File: config.mk
export PLATFORM = sky130hd
export DESIGN_NAME = peg_top
export DESIGN_NICKNAME = d
export VERILOG_FILES = /design/src/peg_top.v /design/src/peg_action_unit.v /design/src/peg_ahb_slave.v
export VERILOG_INCLUDE_DIRS = /design/src
export SDC_FILE = /design/constraint.sdc
export NUM_CORES = 1
export LEC_CHECK = 0
export ABC_AREA = 1
export BUFFER_PORTS_ARGS = -buffer_cell sky130_fd_sc_hd__buf_2
export CORE_MARGIN = 4
export CORE_UTILIZATION = 50
export CTS_BUF_LIST = sky130_fd_sc_hd__clkbuf_8 sky130_fd_sc_hd__clkbuf_16
export CTS_CLUSTER_DIAMETER = 80
export DETAILED_ROUTE_END_ITERATION = 10
export PLACE_DENSITY = 0.72
export SYNTH_ARGS = -nofsm -noshare
export SYNTH_HDL_FRONTEND = slang
export SYNTH_SLANG_ARGS = --single-unit
File: constraint.sdc
create_clock -name ref_clk -period 4.21 [get_ports ref_clk]
set_clock_uncertainty 0.15 [all_clocks]
set_input_delay 0.6315 -clock ref_clk [delete_from_list [all_inputs] [get_ports ref_clk]]
set_output_delay 0.6315 -clock ref_clk [all_outputs]
set_load 0.1 [all_outputs]
File: src/peg_regs.vh
`ifndef PEG_REGS_VH
`define PEG_REGS_VH

// register byte offsets
`define PEG_OFS_PWM0_A      8'h6c
`define PEG_OFS_PWM0_B      8'h70
`define PEG_OFS_PWM1_A      8'hac
`define PEG_OFS_PWM1_B      8'hb0
`define PEG_OFS_PWM2_A      8'hec
`define PEG_OFS_PWM2_B      8'hf0

// register indices; PEG_IDX_NONE marks an unmapped address
`define PEG_IDX_W           3
`define PEG_IDX_NONE        3'h7
`define PEG_NUM_REGS        6

// action control register layout
`define PEG_CTRL_W          16
`define PEG_CTRL_RESET      16'h0000
`define PEG_ZERO_LSB        0
`define PEG_LOAD_LSB        2
`define PEG_CMPA_UP_LSB     4
`define PEG_CMPA_DN_LSB     6
`define PEG_CMPB_UP_LSB     8
`define PEG_CMPB_DN_LSB     10
`define PEG_CMPC_UP_LSB     12
`define PEG_CMPC_DN_LSB     14

// action codes
`define PEG_ACT_NONE        2'h0
`define PEG_ACT_TOGGLE      2'h1
`define PEG_ACT_LOW         2'h2
`define PEG_ACT_HIGH        2'h3

// ahb-lite
`define PEG_HTRANS_NONSEQ   2'h2
`define PEG_HRESP_OKAY      1'h0

`endif

File: src/peg_top.v
`timescale 1ns/1ps
`include "peg_regs.vh"

module peg_top (
    // clock and reset
    input  wire        ref_clk,
    input  wire        sys_rst,
    // ahb-lite slave
    input  wire        hsel,
    input  wire [31:0] haddr,
    input  wire [1:0]  htrans,
    input  wire        hwrite,
    input  wire [2:0]  hsize,
    input  wire [31:0] hwdata,
    input  wire        hready,
    output reg  [31:0] hrdata,
    output wire        hreadyout,
    output wire        hresp,
    // counter events, one bit per channel
    input  wire [2:0]  cnt_zero,
    input  wire [2:0]  cnt_load,
    input  wire [2:0]  cmp_a_match,
    input  wire [2:0]  cmp_b_match,
    input  wire [2:0]  cmp_c_match,
    input  wire [2:0]  cnt_up,
    // raw outputs to the dead-band stage
    output wire [2:0]  raw_a,
    output wire [2:0]  raw_b
);

    reg  [15:0] action_ctrl [0:5];
    wire        rd_take;
    wire [2:0]  rd_idx;
    wire        wr_en;
    wire [2:0]  wr_idx;
    reg  [15:0] next_rdata;
    integer     i;

    peg_ahb_slave u_bus (
        .ref_clk   (ref_clk),
        .sys_rst   (sys_rst),
        .hsel      (hsel),
        .haddr     (haddr),
        .htrans    (htrans),
        .hwrite    (hwrite),
        .hready    (hready),
        .hreadyout (hreadyout),
        .hresp     (hresp),
        .rd_take   (rd_take),
        .rd_idx    (rd_idx),
        .wr_en     (wr_en),
        .wr_idx    (wr_idx)
    );

    // only the low half is stored; hsize is ignored, every write is a word
    always @(posedge ref_clk) begin
        if (sys_rst) begin
            for (i = 0; i < `PEG_NUM_REGS; i = i + 1) begin
                action_ctrl[i] <= `PEG_CTRL_RESET;
            end
        end else if (wr_en && wr_idx != `PEG_IDX_NONE) begin
            action_ctrl[wr_idx] <= hwdata[15:0];
        end
    end

    // forward a write still in its data phase so back-to-back read sees it
    always @* begin
        next_rdata = 16'h0000;
        if (rd_idx != `PEG_IDX_NONE) begin
            if (wr_en && wr_idx == rd_idx) begin
                next_rdata = hwdata[15:0];
            end else begin
                next_rdata = action_ctrl[rd_idx];
            end
        end
    end

    always @(posedge ref_clk) begin
        if (sys_rst) begin
            hrdata <= 32'h00000000;
        end else if (rd_take) begin
            hrdata <= {16'h0000, next_rdata};
        end
    end

    genvar ch;
    generate
        for (ch = 0; ch < 3; ch = ch + 1) begin : g_ch
            peg_action_unit u_a (
                .ref_clk     (ref_clk),
                .sys_rst     (sys_rst),
                .action_ctrl (action_ctrl[2*ch]),
                .cnt_zero    (cnt_zero[ch]),
                .cnt_load    (cnt_load[ch]),
                .cmp_a_match (cmp_a_match[ch]),
                .cmp_b_match (cmp_b_match[ch]),
                .cmp_c_match (cmp_c_match[ch]),
                .cnt_up      (cnt_up[ch]),
                .raw_out     (raw_a[ch])
            );
            peg_action_unit u_b (
                .ref_clk     (ref_clk),
                .sys_rst     (sys_rst),
                .action_ctrl (action_ctrl[2*ch+1]),
                .cnt_zero    (cnt_zero[ch]),
                .cnt_load    (cnt_load[ch]),
                .cmp_a_match (cmp_a_match[ch]),
                .cmp_b_match (cmp_b_match[ch]),
                .cmp_c_match (cmp_c_match[ch]),
                .cnt_up      (cnt_up[ch]),
                .raw_out     (raw_b[ch])
            );
        end
    endgenerate

endmodule

File: src/peg_action_unit.v
`timescale 1ns/1ps
`include "peg_regs.vh"

module peg_action_unit (
    // clock and reset
    input  wire        ref_clk,
    input  wire        sys_rst,
    // action fields for this output
    input  wire [15:0] action_ctrl,
    // counter events of the owning channel
    input  wire        cnt_zero,
    input  wire        cnt_load,
    input  wire        cmp_a_match,
    input  wire        cmp_b_match,
    input  wire        cmp_c_match,
    input  wire        cnt_up,
    // raw level
    output reg         raw_out
);

    function [1:0] field;
        input [15:0] ctrl;
        input integer lsb;
        begin
            field = ctrl[lsb +: 2];
        end
    endfunction

    reg [1:0] next_action;
    reg       next_raw;

    // one event wins per cycle; comparator c ranks below a and b
    always @* begin
        next_action = `PEG_ACT_NONE;
        if (cnt_zero) begin
            next_action = field(action_ctrl, `PEG_ZERO_LSB);
        end else if (cnt_load) begin
            next_action = field(action_ctrl, `PEG_LOAD_LSB);
        end else if (cmp_a_match) begin
            // direction picks the up or down field
            next_action = cnt_up ? field(action_ctrl, `PEG_CMPA_UP_LSB)
                                 : field(action_ctrl, `PEG_CMPA_DN_LSB);
        end else if (cmp_b_match) begin
            next_action = cnt_up ? field(action_ctrl, `PEG_CMPB_UP_LSB)
                                 : field(action_ctrl, `PEG_CMPB_DN_LSB);
        end else if (cmp_c_match) begin
            next_action = cnt_up ? field(action_ctrl, `PEG_CMPC_UP_LSB)
                                 : field(action_ctrl, `PEG_CMPC_DN_LSB);
        end
    end

    always @* begin
        case (next_action)
            `PEG_ACT_TOGGLE: next_raw = ~raw_out;
            `PEG_ACT_LOW:    next_raw = 1'b0;
            `PEG_ACT_HIGH:   next_raw = 1'b1;
            default:         next_raw = raw_out;
        endcase
    end

    always @(posedge ref_clk) begin
        if (sys_rst) begin
            raw_out <= 1'b0;
        end else begin
            raw_out <= next_raw;
        end
    end

endmodule

File: src/peg_ahb_slave.v
`timescale 1ns/1ps
`include "peg_regs.vh"

module peg_ahb_slave (
    // clock and reset
    input  wire        ref_clk,
    input  wire        sys_rst,
    // ahb-lite address phase
    input  wire        hsel,
    input  wire [31:0] haddr,
    input  wire [1:0]  htrans,
    input  wire        hwrite,
    input  wire        hready,
    // ahb-lite response
    output reg         hreadyout,
    output reg         hresp,
    // register file side
    output wire        rd_take,
    output wire [2:0]  rd_idx,
    output wire        wr_en,
    output wire [2:0]  wr_idx
);

    function [2:0] decode;
        input [31:0] addr;
        begin
            if (addr[31:8] != 24'h000000) begin
                decode = `PEG_IDX_NONE;
            end else begin
                case (addr[7:0])
                    `PEG_OFS_PWM0_A: decode = 3'h0;
                    `PEG_OFS_PWM0_B: decode = 3'h1;
                    `PEG_OFS_PWM1_A: decode = 3'h2;
                    `PEG_OFS_PWM1_B: decode = 3'h3;
                    `PEG_OFS_PWM2_A: decode = 3'h4;
                    `PEG_OFS_PWM2_B: decode = 3'h5;
                    default:         decode = `PEG_IDX_NONE;
                endcase
            end
        end
    endfunction

    reg        wr_pend;
    reg  [2:0] wr_addr_idx;
    wire       take;

    // htrans[1] covers both nonseq and seq
    assign take    = hsel & hready & htrans[1];
    assign rd_take = take & ~hwrite;
    assign rd_idx  = decode(haddr);
    assign wr_en   = wr_pend;
    assign wr_idx  = wr_addr_idx;

    always @(posedge ref_clk) begin
        if (sys_rst) begin
            wr_pend     <= 1'b0;
            wr_addr_idx <= `PEG_IDX_NONE;
            hreadyout   <= 1'b0;
            hresp       <= `PEG_HRESP_OKAY;
        end else begin
            // zero wait states, every access answers okay
            hreadyout   <= 1'b1;
            hresp       <= `PEG_HRESP_OKAY;
            wr_pend     <= take & hwrite;
            wr_addr_idx <= decode(haddr);
        end
    end

endmodule

==> key figures, run 1 <==
Status
  – Status: completed

Route
  – Vias per cell: 5.21
  – Post-route antenna net violation count: 0
  – Final WL: 21.6 mm
  – Routed via count: 7394
  – DR pass1 iterations: 6
  – DRC: 0
  – DR WL/cell: 15.2 um
  – DRT iter0 DRCs: 593

Worst setup path
  – Delay of the slowest cell on the worst path: 600 ps
  – Cell depth of the worst setup path: 15
  – WP data required: 4420 ps
  – CP endpoint kind: flip-flop
  – Crit-path max FO: 54
  – Delay-heaviest family, CP: simple AND/OR/NAND/NOR gates
  – Worst path slowest cell: nand4_1
  – WP data arrival: 3000 ps
  – R2R cell count: 8
  – Setup CP Type: input pin to flip-flop
  – CP most frequent cell: nand2_1
  – Startpoint Class: input pin
  – Worst Path Buf+Inv: 2
  – Cell breakdown of the critical path: buf_2 > nor2_4 > nand3_2 > nor2_2 > nand4_1 > buf_12 > nand2_1 > nand2_1 > nand2_1 > nand2_1 > nand2_1 > nand2_1 > nand2_1 > nand3_1 > a21oi_1

Logic synthesis
  – Synth Area in XOR/XNOR: 0
  – Synthesized area: 8580 um2
  – Synth area leaders: edfxtp_1 45%, nand2_1 17%, dfxtp_1 6.3%, nor2_1 6.1%, inv_1 5.5%
  – Post-Syn Instances: 1094
  – Post-synthesis compound-gate area fraction: 0.0807
  – Main combinational cell family by area after synthesis: simple AND/OR/NAND/NOR gates
  – Prevailing post-synth register cell: edfxtp_1
  – EDFF count, synth: 128
  – Top cell type's share of synthesized area: 0.448
  – Netlist cell types: 33
  – #FFs+latches synth: 155
  – Syn_area_per_cell: 7.84 um2
  – Synth area leader: edfxtp_1
  – Ys async rst share: 0
  – Adder-Cell Fraction of Synth Area: 0
  – Register area share after synthesis: 0.511
  – Post-Synth Simple-Gate Area: 0.301
  – Proportion of synthesized area in mux cells: 0
  – Synth warn: 0

Clock tree
  – Worst-Skew Late Latency: 430 ps
  – CTS sink count: 155
  – CTS Buf Count: 17
  – Reg clk slew, reported paths: 60 ps
  – Maximum clock path buffer count: 2
  – Resize count post-CTS: 0
  – Htree depth: 4
  – CTS root buf: clkbuf_16
  – Number of hold-repair buffers added at the cts stage: 0
  – Post-CTS Setup Inserts: 0
  – TritonCTS clock tree: done

Global route
  – Vias in the first global route: 6861
  – Initial antenna violation count: 0
  – Gr usage total: 0.222
  – Largest net degree at the start of global routing: 55
  – First-pass GRT wire length: 34.1 mm
  – Final global-route overflow total: 0

Placed design
  – Placement Setup Slack: 969 ps
  – Dpl cell area: 9150 um2
  – DP HPWL: 15.3 mm
  – RePlAce Congestion: 0.859
  – # port buffers: 94

Pwr
  – P per Cell Area: 363 nW/um2
  – Maximum vdd drop: 0.000260 V
  – Leakage: 4.36 nW

Cells and area
  – Final net count: 1277
  – Antenna cells: 0
  – Share of layout cells above drive strength 1: 0.140
  – Area delta synth->final: 13.2%
  – Post-route cell area: 9710 um2
  – Post-layout utilization of the core: 0.582

STA
  – # setup viols final: 0
  – Min Tclk post-route: 2790 ps
  – Relative slew slack: 0.487
  – Fmax: 358 MHz
  – Slew @ Worst Pin: 768 ps
  – Final hold violations: 0
  – Final WS setup: 1420 ps
  – Tcrit/Tclk final: 0.663
  – Unrepaired setup endpoints after global routing: no
  – Final Max Tran Viols: 0
  – TNS Setup: 0 ps

Run
  – Maxcap violations: 0

Floorplan
  – I/O Pins: 132
  – Row cnt: 47
  – Die width: 139 um
  – Die area: 19300 um2
  – Initial Utilization: 0.514
  – Die H: 139 um
  – Core ar.: 16700 um2

Worst hold path
  – Worst min-delay path category: input pin to flip-flop
  – WHS Path Cells: 3
==> layout by cell type, fill, tap and decap left out, types with 5 or more instances in the layout <==
cell type and count:
a21oi_1 44, buf_2 94, buf_4 11, clkbuf_16 17, clkbuf_8 7, clkinv_2 5, conb_1 33, dfxtp_1 27
edfxtp_1 128, inv_1 127, nand2_1 378, nand3_1 55, nand4_1 20, nor2_1 140, nor2_2 8, o211ai_1 21
o21ai_0 41, o22ai_1 9
==> Yosys cell counts (3+ instances only) <==
| cell | n |
|---|---|
| nand3_2 | 3 |
| buf_4 | 26 |
| dfxtp_1 | 27 |
| buf_6 | 8 |
| buf_2 | 13 |
| nor2_1 | 140 |
| inv_2 | 3 |
| nor2_2 | 9 |
| a21oi_1 | 44 |
| o22ai_1 | 9 |
| o21ai_0 | 41 |
| nand4_1 | 20 |
| nor2_4 | 3 |
| nand2_2 | 4 |
| inv_1 | 125 |
| nand3_1 | 55 |
| o211ai_1 | 21 |
| nand2_1 | 378 |
| clkbuf_1 | 19 |
| edfxtp_1 | 128 |
==> state kept, by name, summed over array words and instances (netlist names) <==
| signal | count |
|---|---|
| hrdata | 16 |
| g_ch.u_a.raw_out | 3 |
| u_bus.hreadyout | 1 |
| action_ctrl | 128 |
| g_ch.u_b.raw_out | 3 |
| u_bus.wr_idx | 3 |
| u_bus.wr_en | 1 |
==> layer usage <==
layer	global-route usage	share of wire
met5	0	0
met4	0.0850	0.025
met3	0.0328	0.057
met2	0.390	0.51
met1	0.276	0.41
==> stage by stage <==
stage	hold slack (ps)	cells	power, mW
floorplan	347	1126	2.03
global placement	302	1386	2.10
detailed placement	306	1386	2.11
CTS	285	1418	3.53
global route	291	1418	3.64
finish	292	1418	3.53
==> logic make-up (layout without fill, tap and decap cells) <==
logic type             Yosys count  after routing
AOI/OAI and AO/OA              121            121
buffers and inverters          197            269
DFF                            155            155
other                            1             33
and+or+nand+nor                620            620
==> report_power, final <==
| group | leakage (nW) | switching [mW] | internal [mW] | total [mW] |
|---|---|---|---|---|
| clock network | 0.295 | 0.594 | 0.855 | 1.45 |
| logic | 2.59 | 0.264 | 0.0842 | 0.348 |
| registers | 1.47 | 0.0239 | 1.71 | 1.73 |
| total | 4.36 | 0.882 | 2.65 | 3.53 |
==> worst reg2reg max path: cells and delay by family (launching register included) <==
family                 cells  cell delay, ps
buffers and inverters      2             390
and+or+nand+nor            5            1140
AOI/OAI and AO/OA          1             120
DFF                        1             320
==> final cells by class <==
cell class | instances | area, um2
Timing Repair Buffer | 107 | 593
Clock inverter | 8 | 40.0
Multi-Input combinational cell | 774 | 3410
Sequential cell | 155 | 4380
Clock buffer | 24 | 522
Inverter | 130 | 489
Tap cell | 220 | 275
Fill cell | 1536 | 6990
==> final timing paths <==
kind                            slack, ps                         endpoint                        from
worst min-delay path                  290           u_bus.wr_en$_SDFF_PP0_                      hwrite
worst max register to register       1710  action_ctrl[0][4]$_SDFFCE_PN0P_  u_bus.wr_idx[1]$_SDFF_PP1_
worst max-delay path                 1420          hrdata[12]$_SDFFE_PP0P_                    haddr[1]
worst min register to register        310          hrdata[14]$_SDFFE_PP0P_     hrdata[14]$_SDFFE_PP0P_
(Power assumes the default switching activity.)
==> run 2, diff against run 1 <==
--- a/config.mk
+++ b/config.mk
@@ -13,7 +13,7 @@
 export CTS_BUF_LIST = sky130_fd_sc_hd__clkbuf_8 sky130_fd_sc_hd__clkbuf_16
 export CTS_CLUSTER_DIAMETER = 80
 export DETAILED_ROUTE_END_ITERATION = 10
-export PLACE_DENSITY = 0.72
+export PLACE_DENSITY = 0.74
 export SYNTH_ARGS = -nofsm -noshare
 export SYNTH_HDL_FRONTEND = slang
 export SYNTH_SLANG_ARGS = --single-unit
==> constraint.sdc (replaced) <==
create_clock -name ref_clk -period 2.3 [get_ports ref_clk]
set_clock_uncertainty 0.15 [all_clocks]
set_input_delay 0.345 -clock ref_clk [delete_from_list [all_inputs] [get_ports ref_clk]]
set_output_delay 0.345 -clock ref_clk [all_outputs]
set_load 0.1 [all_outputs]
==> key figures, run 2 (synthesis results as in run 1) <==
Worst setup path
  – WP data arrival: 2250 ps (was 3000 ps)
  – R2R cell count: 8 (unchanged)
  – Startpoint Class: input pin (unchanged)
  – WP data required: 2440 ps (was 4420 ps)
  – FF-to-FF Start: u_bus.wr_idx[2]$_SDFF_PP1_ (was u_bus.wr_idx[1]$_SDFF_PP1_)
  – CP endpoint kind: flip-flop (unchanged)
  – R2R Setup Slk: 210 ps (was 1710 ps)
  – Worst r2r dst: action_ctrl[2][6]$_SDFFCE_PN0P_ (was action_ctrl[0][4]$_SDFFCE_PN0P_)
  – Crit-path max FO: 16 (was 54)
  – Setup CP Type: input pin to flip-flop (unchanged)

Global route
  – Largest net degree at the start of global routing: 65 (was 55)
  – Gr usage total: 0.219 (was 0.222)
  – First-pass GRT wire length: 34.0 mm (was 34.1 mm)
  – Final global-route overflow total: 0 (unchanged)
  – Vias in the first global route: 7045 (was 6861)
  – Initial antenna violation count: 0 (unchanged)

STA
  – Final Max Tran Viols: 0 (unchanged)
  – Tcrit/Tclk final: 0.918
  – Final hold violations: 0 (unchanged)
  – Final WS setup: 190 ps (was 1420 ps)
  – Min Tclk post-route: 2110 ps
  – Unrepaired setup endpoints after global routing: no (unchanged)
  – # setup viols final: 0 (unchanged)
  – Fmax: 474 MHz

Placed design
  – RePlAce Congestion: 0.873 (was 0.859)
  – DP HPWL: 15.3 mm (about the same)
  – Placement Setup Slack: -29.4 ps (was 969 ps)
  – Dpl cell area: 9310 um2 (was 9150 um2)
  – # port buffers: 94 (unchanged)

Clock tree
  – CTS sink count: 155 (unchanged)
  – Maximum clock path buffer count: 2 (unchanged)
  – Reg clk slew, reported paths: 60 ps (about the same)
  – Post-CTS Setup Inserts: 0 (unchanged)
  – Number of hold-repair buffers added at the cts stage: 2 (was 0)
  – CTS root buf: clkbuf_16 (unchanged)
  – CTS Buf Count: 17 (unchanged)
  – Htree depth: 4 (unchanged)
  – TritonCTS clock tree: done (unchanged)
  – Worst-Skew Late Latency: 430 ps (about the same)
  – Resize count post-CTS: 0 (unchanged)

Cells and area
  – Max FFs per register: 128 (unchanged)
  – Commonest non-fill, non-tap cell in the layout: nand2_1 (unchanged)
  – Top reg by flops: action_ctrl (unchanged)
  – Post-layout utilization of the core: 0.593 (was 0.582)
  – Most frequent cells in the layout: 378 x nand2_1, 140 x nor2_1, 129 x inv_1 (was 378 x nand2_1, 140 x nor2_1, 128 x edfxtp_1)
  – Final net count: 1296 (was 1277)
  – Area delta synth->final: 15.5% (was 13.2%)
  – Biggest regs: action_ctrl: 128 flops, hrdata: 16 flops (unchanged)
  – Post-route cell area: 9910 um2 (was 9710 um2)
  – Fillcell total: 1522 (was 1536)
  – Antenna cells: 0 (unchanged)
  – Share of layout cells above drive strength 1: 0.149 (was 0.140)

Floorplan
  – Die H: 139 um (unchanged)
  – Row cnt: 47 (unchanged)
  – Die width: 139 um (unchanged)
  – I/O Pins: 132 (unchanged)
  – Die area: 19300 um2 (unchanged)
  – Initial Utilization: 0.514 (unchanged)
  – Core ar.: 16700 um2 (unchanged)

Worst hold path
  – Worst min-delay path category: input pin to flip-flop (unchanged)
  – WHS Path Cells: 3 (unchanged)
  – HP Start: hwrite (unchanged)
  – Worst-case hold path end point: u_bus.wr_en$_SDFF_PP0_ (unchanged)

Route
  – DRT iter0 DRCs: 729 (was 593)
  – DR pass1 iterations: 5 (was 6)
  – Post-route antenna net violation count: 0 (unchanged)
  – Routed via count: 7394 (unchanged)
  – DRC: 0 (unchanged)
  – DR WL/cell: 14.5 um (was 15.2 um)
  – Vias per cell: 5.15 (was 5.21)
  – Final WL: 20.9 mm (was 21.6 mm)

Pwr
  – P per Cell Area: 668 nW/um2 (was 363 nW/um2)
  – Leakage: 4.46 nW (was 4.36 nW)
  – Maximum vdd drop: 0.000573 V (was 0.000260 V)
  – Pwr Total: 6.62 mW (was 3.53 mW)

Run
  – Maxcap violations: 0 (unchanged)

Status
  – Status: completed (unchanged)
==> run 2: layout make-up <==
class,instances,area [um2],share of cell area
sequential,155,4380,0.443
multi-input combinational,774,3410,0.345
timing repair buffer,126,766,0.0773
inverter,130,489,0.0494
clock buffer,18,439,0.0443
tap,220,275,0.0278
clock inverter,14,138,0.0139
==> run 2: how the worst max path moves through the flow <==
stage	cells after the start	slack (ps)	start	endpoint
floorplan	8	3	u_bus.wr_idx[1]$_SDFF_PP1_	action_ctrl[3][0]$_SDFFCE_PN0P_
global placement	16	-0.6	haddr[11]	hrdata[12]$_SDFFE_PP0P_
detailed placement	16	-30	haddr[9]	hrdata[12]$_SDFFE_PP0P_
CTS	8	210	sys_rst	action_ctrl[2][6]$_SDFFCE_PN0P_
global route	8	2	u_bus.wr_idx[2]$_SDFF_PP1_	action_ctrl[2][12]$_SDFFCE_PN0P_
finish	8	190	sys_rst	action_ctrl[2][6]$_SDFFCE_PN0P_
==> run 2: critical path, stage by stage <==
cell           delay, ps
dlygate4sd3_1        540
buf_2                160
nor2_1               180
clkinv_1             180
buf_4                240
nor2_1               290
inv_1                170
nor2_1               130
==> run 2: through the flow <==
step | instances | hold WS [ps] | TNS (ps)
after floorplan | 1126 | 326 | 0
after global placement | 1403 | 303 | -0.599
after detailed placement | 1403 | 302 | -112
after CTS | 1437 | 1.69 | 0
after global routing | 1437 | 20.3 | 0
final | 1437 | 7.92 | 0
==> run 2: metal layers <==
layer,routed length (um),share of wire,GRT usage
met2,10700,0.51,0.389
met4,427,0.020,0.0742
met5,0,0,0
met1,8430,0.40,0.268
met3,1340,0.064,0.0393
==> run 2: power breakdown <==
| part | switching [mW] | leakage [nW] | internal, mW |
|---|---|---|---|
| combinational | 0.483 | 2.69 | 0.162 |
| sequential | 0.0448 | 1.47 | 3.12 |
| clock | 1.11 | 0.303 | 1.70 |
| total | 1.63 | 4.46 | 4.99 |
